## src/core/bpe_pkg.sv

```systemverilog
// constants and register map of the eight-bit bidirectional port
package bpe_pkg;
    // ------------------------------------------------------------
    // widths
    // ------------------------------------------------------------
    localparam int PORT_W = 8;
    localparam int ADDR_W = 12;
    localparam int DATA_W = 32;
    // ------------------------------------------------------------
    // register indices; byte address is index times four
    // ------------------------------------------------------------
    localparam logic [7:0] IDX_PIN_LEVEL = 8'h19;
    localparam logic [7:0] IDX_DIRECTION = 8'h1A;
    localparam logic [7:0] IDX_OUT_LATCH = 8'h1B;
    localparam logic [7:0] IDX_SPEC_CTRL = 8'h1C;
    localparam logic [7:0] IDX_LATCH_SET = 8'h1D;
    localparam logic [7:0] IDX_LATCH_CLR = 8'h1E;
    localparam logic [7:0] IDX_DIR_SET = 8'h1F;
    localparam logic [7:0] IDX_DIR_CLR = 8'h20;
    localparam logic [ADDR_W-1:0] ADDR_PIN_LEVEL = {2'h0, IDX_PIN_LEVEL, 2'h0};
    localparam logic [ADDR_W-1:0] ADDR_DIRECTION = {2'h0, IDX_DIRECTION, 2'h0};
    localparam logic [ADDR_W-1:0] ADDR_OUT_LATCH = {2'h0, IDX_OUT_LATCH, 2'h0};
    localparam logic [ADDR_W-1:0] ADDR_SPEC_CTRL = {2'h0, IDX_SPEC_CTRL, 2'h0};
    localparam logic [ADDR_W-1:0] ADDR_LATCH_SET = {2'h0, IDX_LATCH_SET, 2'h0};
    localparam logic [ADDR_W-1:0] ADDR_LATCH_CLR = {2'h0, IDX_LATCH_CLR, 2'h0};
    localparam logic [ADDR_W-1:0] ADDR_DIR_SET = {2'h0, IDX_DIR_SET, 2'h0};
    localparam logic [ADDR_W-1:0] ADDR_DIR_CLR = {2'h0, IDX_DIR_CLR, 2'h0};
    // ------------------------------------------------------------
    // fields and reset values
    // ------------------------------------------------------------
    localparam int PU_DIS_BIT = 2;
    localparam logic [7:0] RST_LATCH = 8'h00;
    localparam logic [7:0] RST_DIRECTION = 8'h00;
    localparam logic RST_PU_DIS = 1'b0;
    localparam logic SLEEP_LEVEL = 1'b0;
    localparam logic [DATA_W-1:0] RDATA_ZERO = 32'h0000_0000;
endpackage

```

## src/core/bpe_pin_if.sv

```systemverilog
// signals between the port core, its pin drive and its input sampler
`timescale 1ns/1ps
interface bpe_pin_if;
    import bpe_pkg::*;
    logic [PORT_W-1:0] latch;   // output latch bits
    logic [PORT_W-1:0] dir;     // direction bits, one is output
    logic pu_dis;               // global pull-up disable
    logic sleep;                // power-down in force
    logic [PORT_W-1:0] raw;     // unsynchronised pin levels
    logic [PORT_W-1:0] sampled; // synchronised pin levels
    logic [PORT_W-1:0] oe_d;    // next output enables
    logic [PORT_W-1:0] out_d;   // next driven levels
    logic [PORT_W-1:0] pu_d;    // next pull-up enables
    modport drv (input latch, dir, pu_dis, output oe_d, out_d, pu_d);
    modport smp (input raw, sleep, output sampled);
    modport core (output latch, dir, pu_dis, sleep, raw,
                  input sampled, oe_d, out_d, pu_d);
endinterface

```

## src/core/bpe_port.sv

```systemverilog
// eight-bit bidirectional port with apb register access
//
// Summary of operation
// - direction one drives latch level push-pull
// - pull-up on: input, latch one, enabled
// - otherwise pull-up off, input high-impedance
// - reset tri-states all pins without clock
// - pin read gives synced levels, latch stored
// - pin location read-only; others read/write
// - decode latch, direction, pin-level locations
// - bit set/clear touches only addressed bits
// - all eight pins behave identically
// - pin inputs pass clocked synchronisers
// - power-down disconnects digital input path
// - every pin has own pull-up control
`timescale 1ns/1ps
module bpe_port
    import bpe_pkg::*;
(
    // clock and reset
    input wire logic clk_sys,
    input wire logic rst_n,
    // apb slave
    input wire logic psel,
    input wire logic penable,
    input wire logic pwrite,
    input wire logic [ADDR_W-1:0] paddr,
    input wire logic [DATA_W-1:0] pwdata,
    output logic [DATA_W-1:0] prdata,
    output logic pready,
    output logic pslverr,
    // power management
    input wire logic power_down,
    // package pins
    input wire logic [PORT_W-1:0] port_pin_i,
    output logic [PORT_W-1:0] port_pin_o,
    output logic [PORT_W-1:0] port_pin_oe,
    output logic [PORT_W-1:0] port_pullup_en,
    output logic port_in_buf_en
);
    // ------------------------------------------------------------
    // state
    // ------------------------------------------------------------
    logic [PORT_W-1:0] latch_q;   // output latch
    logic [PORT_W-1:0] latch_d;
    logic [PORT_W-1:0] dir_q;     // direction bits
    logic [PORT_W-1:0] dir_d;
    logic pu_dis_q;               // global pull-up disable
    logic pu_dis_d;
    logic [PORT_W-1:0] oe_q;      // registered output enables
    logic [PORT_W-1:0] out_q;     // registered pin levels
    logic [PORT_W-1:0] pu_q;      // registered pull-ups
    logic in_en_q;                // input buffer enable
    logic [DATA_W-1:0] prdata_q;  // captured read data
    logic pready_q;               // access-phase answer
    logic pslverr_q;              // unmapped address flag

    // pin control bundle shared by drive and sampler
    bpe_pin_if pif ();

    // ------------------------------------------------------------
    // apb decode
    // ------------------------------------------------------------
    // setup phase: select without enable
    wire setup = psel & ~penable;
    // the one edge at which a transfer completes
    wire done = psel & penable & pready_q;
    wire wr_done = done & pwrite;
    // address hits
    wire hit_pin = (paddr == ADDR_PIN_LEVEL);
    wire hit_dir = (paddr == ADDR_DIRECTION);
    wire hit_latch = (paddr == ADDR_OUT_LATCH);
    wire hit_ctrl = (paddr == ADDR_SPEC_CTRL);
    wire hit_lset = (paddr == ADDR_LATCH_SET);
    wire hit_lclr = (paddr == ADDR_LATCH_CLR);
    wire hit_dset = (paddr == ADDR_DIR_SET);
    wire hit_dclr = (paddr == ADDR_DIR_CLR);
    // any mapped location; everything else answers with an error
    wire hit_any = hit_pin | hit_dir | hit_latch | hit_ctrl |
                   hit_lset | hit_lclr | hit_dset | hit_dclr;
    // low byte of the write data
    wire [PORT_W-1:0] wbyte = pwdata[PORT_W-1:0];

    // ------------------------------------------------------------
    // register next values
    // ------------------------------------------------------------
    // set and clear aliases touch only the bits written as one
    assign latch_d = (wr_done & hit_latch) ? wbyte :
                     (wr_done & hit_lset) ? (latch_q | wbyte) :
                     (wr_done & hit_lclr) ? (latch_q & ~wbyte) :
                     latch_q;
    assign dir_d = (wr_done & hit_dir) ? wbyte :
                   (wr_done & hit_dset) ? (dir_q | wbyte) :
                   (wr_done & hit_dclr) ? (dir_q & ~wbyte) :
                   dir_q;
    // the control location holds only the global pull-up disable
    assign pu_dis_d = (wr_done & hit_ctrl) ? pwdata[PU_DIS_BIT] : pu_dis_q;
    // a write to the pin-level location stores nothing

    // ------------------------------------------------------------
    // read mux, sampled in the setup cycle
    // ------------------------------------------------------------
    wire [DATA_W-1:0] rd_pin = {{(DATA_W-PORT_W){1'b0}}, pif.sampled};
    wire [DATA_W-1:0] rd_latch = {{(DATA_W-PORT_W){1'b0}}, latch_q};
    wire [DATA_W-1:0] rd_dir = {{(DATA_W-PORT_W){1'b0}}, dir_q};
    wire [DATA_W-1:0] rd_ctrl = RDATA_ZERO | (DATA_W'(pu_dis_q) << PU_DIS_BIT);
    // set/clear aliases read back the register they modify
    wire [DATA_W-1:0] rd_mux = hit_pin ? rd_pin :
                               (hit_latch | hit_lset | hit_lclr) ? rd_latch :
                               (hit_dir | hit_dset | hit_dclr) ? rd_dir :
                               hit_ctrl ? rd_ctrl : RDATA_ZERO;

    // ------------------------------------------------------------
    // sub-blocks
    // ------------------------------------------------------------
    assign pif.latch = latch_q;
    assign pif.dir = dir_q;
    assign pif.pu_dis = pu_dis_q;
    assign pif.sleep = power_down;
    assign pif.raw = port_pin_i;

    // per-pin drive and pull-up decode
    bpe_pin_drive u_drive (
        .pif (pif.drv)
    );

    // synchronisers in front of every read of the pins
    bpe_pin_sync u_sync (
        .clk_sys (clk_sys),
        .rst_n (rst_n),
        .pif (pif.smp)
    );

    // ------------------------------------------------------------
    // software registers
    // ------------------------------------------------------------
    always_ff @(posedge clk_sys) begin
        if (!rst_n) begin
            // every pin an input with its latch low
            latch_q <= RST_LATCH;
            dir_q <= RST_DIRECTION;
            pu_dis_q <= RST_PU_DIS;
        end else begin
            // next values come from the decode above
            latch_q <= latch_d;
            dir_q <= dir_d;
            pu_dis_q <= pu_dis_d;
        end
    end

    // ------------------------------------------------------------
    // pin output registers
    // ------------------------------------------------------------
    // one cycle from register to pin keeps pins glitch free
    always_ff @(posedge clk_sys) begin
        if (!rst_n) begin
            // pins float, no pull-up, input buffer off
            oe_q <= '0;
            out_q <= '0;
            pu_q <= '0;
            in_en_q <= 1'b0;
        end else begin
            // copy the per-pin decode of the drive slices
            oe_q <= pif.oe_d;
            out_q <= pif.out_d;
            pu_q <= pif.pu_d;
            in_en_q <= ~power_down;
        end
    end

    // ------------------------------------------------------------
    // apb answer, zero wait states
    // ------------------------------------------------------------
    // data captured in setup, so pready rises in the access cycle
    always_ff @(posedge clk_sys) begin
        if (!rst_n) begin
            prdata_q <= RDATA_ZERO;
            pready_q <= 1'b0;
            pslverr_q <= 1'b0;
        end else begin
            // answer in the cycle right after every setup
            pready_q <= setup;
            if (setup) begin
                // read data and decode result taken once per transfer
                prdata_q <= pwrite ? RDATA_ZERO : rd_mux;
                pslverr_q <= ~hit_any;
            end else begin
                pslverr_q <= 1'b0;
            end
        end
    end

    // ------------------------------------------------------------
    // outputs
    // ------------------------------------------------------------
    // bus answer straight from its flip-flops
    assign prdata = prdata_q;
    assign pready = pready_q;
    assign pslverr = pslverr_q;
    // drive level needs no gating, the enable decides whether it reaches the pad
    assign port_pin_o = out_q;
    // reset gates the drivers directly, so pins float with no clock
    assign port_pin_oe = oe_q & {PORT_W{rst_n}};
    assign port_pullup_en = pu_q & {PORT_W{rst_n}};
    // input buffer enable only matters with a clock, so it stays registered
    assign port_in_buf_en = in_en_q;
endmodule

```

## src/core/bpe_pin_drive.sv

```systemverilog
// per-pin direction, level and pull-up decode
`timescale 1ns/1ps
module bpe_pin_drive
    import bpe_pkg::*;
(
    // pin control bundle
    bpe_pin_if.drv pif
);
    // ------------------------------------------------------------
    // one identical slice per pin
    // ------------------------------------------------------------
    genvar gi;
    generate
        for (gi = 0; gi < PORT_W; gi++) begin : g_pin
            // direction one drives push-pull to the latch level
            assign pif.oe_d[gi] = pif.dir[gi];
            assign pif.out_d[gi] = pif.latch[gi];
            // pull-up only for an input with latch one, not disabled
            assign pif.pu_d[gi] = ~pif.dir[gi] & pif.latch[gi] & ~pif.pu_dis;
        end
    endgenerate
endmodule

```

## src/core/bpe_pin_sync.sv

```systemverilog
// two-stage pin synchroniser with power-down input isolation
`timescale 1ns/1ps
module bpe_pin_sync
    import bpe_pkg::*;
(
    // clock and reset
    input wire logic clk_sys,
    input wire logic rst_n,
    // sampler bundle
    bpe_pin_if.smp pif
);
    logic [PORT_W-1:0] meta_q; // first stage, read by second only
    logic [PORT_W-1:0] sync_q; // second stage
    logic sleep_q;             // registered isolation state
    // ------------------------------------------------------------
    // synchroniser chain
    // ------------------------------------------------------------
    always_ff @(posedge clk_sys) begin
        if (!rst_n) begin
            meta_q <= '0;
            sync_q <= '0;
            sleep_q <= 1'b0;
        end else begin
            // raw pins enter the first stage with no gate in front
            meta_q <= pif.raw;
            sync_q <= meta_q;
            sleep_q <= pif.sleep;
        end
    end
    // input buffer cut in power-down: isolated inputs read a fixed level
    assign pif.sampled = (pif.sleep | sleep_q) ? {PORT_W{SLEEP_LEVEL}} : sync_q;
endmodule

```

## config.mk

```make
export PLATFORM = sky130hd
export DESIGN_NAME = bpe_port
export DESIGN_NICKNAME = d
export VERILOG_FILES = /design/src/core/bpe_pkg.sv /design/src/core/bpe_pin_if.sv /design/src/core/bpe_port.sv /design/src/core/bpe_pin_drive.sv /design/src/core/bpe_pin_sync.sv
export SDC_FILE = /design/constraint.sdc
export NUM_CORES = 1
export LEC_CHECK = 0
export ABC_AREA = 0
export BUFFER_PORTS_ARGS = -buffer_cell sky130_fd_sc_hd__buf_2
export CAP_MARGIN = 30
export CORE_UTILIZATION = 47
export DETAILED_ROUTE_END_ITERATION = 7
export PLACE_DENSITY = 0.78
export SYNTH_ARGS = -nofsm -noshare
export SYNTH_HDL_FRONTEND = slang
export SYNTH_SLANG_ARGS = --single-unit
```

## constraint.sdc

```tcl
create_clock -name clk_sys -period 1.81 [get_ports clk_sys]
set_clock_uncertainty 0.1 [all_clocks]
set_input_delay 0.0905 -clock clk_sys [delete_from_list [all_inputs] [get_ports clk_sys]]
set_output_delay 0.0905 -clock clk_sys [all_outputs]
set_load 0.05 [all_outputs]
```

* Yosys cells after proc, flatten, opt, wreduce, memory -nomap -nowiden
Index checks and enable logic that the tools add are counted.
** Operators by class
- $add $sub $neg :: 0
- Multipliers :: 0
- Div/mod/pow operators :: 0
- $lt $le $gt $ge :: 0
- Equal/unequal tests :: 8
- Shifts and indexed selects :: 0
- Multiplexer cells :: 12
- Bitwise operators :: 58
- Reduce and logical (&&, ||, !) cells :: 3
** Operator list (count)
- $mux 8 :: 11
- $eq 12x7->1 const B :: 7
- $and 8x8->8 :: 4
- $and 1x1->1 :: 27
- $or 8x8->8 :: 2
- $eq 12x8->1 const B :: 1
- $not 1->1 :: 12
- $or 1x1->1 :: 12
- $not 8->8 :: 1
- $reduce_bool 3->1 :: 2
- $mux 3 :: 1
- $reduce_and 2->1 :: 1
** Word-level totals
- Bits in registers :: 93
- Bits in latches :: 0
- Memory bits (writable) :: 0
- ROM bits :: 0
- Bits of input ports :: 58
- Output and inout bits :: 59
- Logic and storage cells :: 94
- Memories :: 0

* Depth between registers and ports, before layout
- Depth after elaboration :: 9
- Gate-level depth with buffers :: 7
- Mapped depth without buffers :: 5

* By module
From an unflattened synthesis, not the netlist that was laid out.
** Unflattened totals
- Cell total of the unflattened synthesis :: 341
- Area total of the unflattened synthesis :: 3296.9 um^2
** By module, submodules not included
- bpe_port :: instances 1, cells each 271, area an instance 2519.9 um^2, sequential area each 1041.0 um^2
- bpe_pin_sync :: instances 1, cells each 45, area an instance 545.5 um^2, sequential area each 340.3 um^2
- bpe_pin_drive :: instances 1, cells each 25, area an instance 231.5 um^2, sequential area each 0.0 um^2

* Worst setup path after synthesis
Ideal clock, no wire load.
- Path kind :: register to register
- Start point :: register pready_q, in the netlist pready
- End point :: register (tool-made name)
- Arrival :: 1.608 ns
- Data required time :: 1.593 ns
- Slack :: -0.015 ns
- Stages on the path, launching flop included :: 6
- Buffers on the path :: 0
- Cells stage by stage :: dfxtp_1 and4_1 nand2_1 nor3_2 o21ai_0 a22o_1
** RTL lines
- start: declaration :: RTL line bpe_port.sv:55 : logic pready_q;
- start signal: assignment :: RTL line bpe_port.sv:182 : pready_q <= setup;

==> key figures <==
Status
  – Status: completed

Global route
  – GRT Total Usage: 21.3%
  – Largest net degree at the start of global routing: 25
  – Initial antenna violation count: 0
  – Vias in the first global route: 2140
  – First-pass GRT wire length: roughly 10000 um
  – Gr ovfl total: 0

Clocking
  – CTS max path bufs: 2
  – Num Clock Sinks: 69
  – Post-CTS Setup Bufs: 0
  – TritonCTS buffer count: 9
  – CTS tree: built
  – Worst skew pair latency: 0.33 ns
  – H-Tree Depth: 3
  – Reg clk slew, reported paths: 0.07 ns
  – Clock Tree Root: clkbuf_8

Timing
  – Max Slew Vio Count: 0
  – RSZ-0062 raised after global routing: false
  – Final hold vios: 0
  – Maximum clock rate: 0.585 GHz
  – Final setup TNS: 0 ns
  – Setup Viol. Count Final: 0
  – Crit share post-route: roughly 94%
  – Tmin final: 1.71 ns

Final layout
  – Final instance area: 3600 um2
  – Antenna cells: 0
  – Final net count: 459
  – Area Overhead vs Synth: 28.5%
  – Fraction of layout cells with a size suffix above 1: 25.9%

Logic synthesis
  – Most numerous cell in the Yosys netlist: dfxtp_1
  – Number of flops mapped to enable cells by yosys: 0
  – Synth Cell Area: 2810 um2
  – Synth async-reset ratio: 0%
  – Top cells by area, synth: dfxtp_1 49%, and2_1 11%, buf_4 6.4%, nand2_1 4.8%, o21ai_0 4.5%
  – Yosys top cell by area: dfxtp_1
  – Sequential share of the synthesized area: 49.2%
  – Mean Syn Cell Area: 9.29 um2
  – Register bit total from synthesis: 69
  – Synth top area share: ~49%
  – Main synth FF type: dfxtp_1
  – Cell variety after synth: between 40 and 50
  – Synth top cells by count: 69 x dfxtp_1, 51 x and2_1, 36 x nand2_1
  – Post-Synthesis Cells: roughly 300
  – YS warnings: 0

Power
  – Peak VDD IR: 0.524 mV
  – Static leakage: 1.62 nW
  – Switching Fraction: between 20% and 30%
  – Clock Power Share: 42.1%
  – PwrDens: 881 nW/um2
  – Cell Int Power: approximately 0.0024 W
  – Logic pwr share: a little under a tenth
  – Net Sw Power: 0.000774 W
  – Flop pwr share: about half

Detailed routing
  – Vias/cell: 5.00
  – Drt total wl: 6290 um
  – DR WL/cell: 13.2 um
  – Drc violations: 0
  – DRT iter0 DRCs: between 100 and 150
  – Final ANT Viol Nets: 0
  – Pre-Repair DR Iteration Count: 4
  – Vias post-DR: 2388

Placement
  – # port buffers: 68
  – RePlAce Congestion: 0.876
  – Dpl cell area: 3200 um2
  – HPWL Detailed: 4300 um

Floorplan
  – Die height: 79.3 um
  – Die area: 6280 um2
  – Number of cell rows: 27
  – Initial Util: 49.7%
  – Core area: 5640 um2
  – Width of the die: 79.3 um
  – # IOs: 117

Critical path
  – Setup CP Type: input pin to register
  – Crit end category: register
  – CP required: 1.94 ns
  – CP Launch Type: input pin
  – Crit-path max FO: 5
  – Reg-to-reg setup timing slack: 0.18 ns
  – Worst EP arrival: 1.84 ns

Hold path
  – HP Class: input pin to register

Run
  – Max-Cap Viols: 0
metrics by stage:
| step | setup slack [ns] | util [%] | power, W | hold slack [ns] | instances |
|---|---|---|---|---|---|
| after floorplan | 0.162 | - | 0.00181 | 0.0621 | 325 |
| after global placement | 0.167 | 56.6 | 0.00183 | 0.181 | 443 |
| after detailed placement | 0.0884 | 56.6 | 0.00184 | 0.186 | 443 |
| after CTS | 0.0923 | 63.8 | 0.00319 | 0.0122 | 478 |
| after global routing | 0.0272 | 63.9 | 0.00329 | 0.0423 | 478 |
| final | 0.100 | 63.9 | 0.00317 | 0.0123 | 478 |
worst paths after layout:
check / startpoint / end / cells after the start
worst max-delay path: pwrite / register / 8
worst min-delay path: penable / pready / 4
worst max register to register: pready / register / 6
worst min register to register: u_sync.meta_q[4] / u_sync.sync_q[4] / 1
cell families (layout without fill, tap and decap cells):
group | count (synthesis) | count (layout) | synth area share (%)
simple gates | 136 | 136 | 28.1
xor+xnor | 1 | 1 | 0.312
other cells | 1 | 24 | 0.134
buf+inv | 38 | 119 | 8.56
mux | 1 | 1 | 0.357
flops | 69 | 69 | 49.2
compound gates | 56 | 56 | 13.2
repair_timing:
action	4_1_cts	5_1_grt
gates resized for setup	0	1
hold endpoints to repair	28	0
hold buffers	19	0
setup endpoints to repair	0	1
power groups by stage:
stage | sequential (W) | combinational (W) | clock [W]
floorplan | 0.00159 | 0.000218 | 0
global placement | 0.00158 | 0.000256 | 0
detailed placement | 0.00158 | 0.000258 | 0
CTS | 0.00154 | 0.000290 | 0.00136
global route | 0.00154 | 0.000315 | 0.00144
finish | 0.00154 | 0.000293 | 0.00134
worst max-delay path, cell delays in order:
cell	delay, ns
dlygate4sd3_1	0.51
buf_2	0.14
and4_1	0.24
nand2_1	0.13
nor3_2	0.26
buf_4	0.20
o21ai_0	0.08
a22o_1	0.18
routing by layer:
| layer | part of all wire (%) | vias up | track usage, % | routed length, um |
|---|---|---|---|---|
| met5 | 0 | - | 0 | 0 |
| met3 | 6.7 | 9 | 5.17 | 422 |
| li1 | - | 1180 | - | - |
| met1 | 44 | 1098 | 28.4 | 2770 |
| met2 | 48 | 101 | 33.4 | 3040 |
| met4 | 0.87 | 0 | 7.82 | 55 |
layout make-up:
class                      instances  area (um2)
fill                             473        2040
inverter                           2        7.51
clock inverter                     6        87.6
sequential                        69        1380
clock buffer                      10         128
timing repair buffer             101         639
multi-input combinational        218        1270
tap                               72        90.1
cells in the final DEF, fill, tap and decap left out, drive strengths merged, types with 5 or more instances in the layout:
| master | count |
|---|---|
| nand2 | 36 |
| a22oi | 8 |
| and2 | 51 |
| nor2 | 14 |
| a22o | 8 |
| nor3b | 9 |
| nor3 | 5 |
| a31oi | 7 |
| clkbuf | 10 |
| dlygate4sd3 | 19 |
| buf | 82 |
| conb | 24 |
| o21ai | 25 |
| dfxtp | 69 |
No activity file was read; power rests on OpenSTA's default activity.
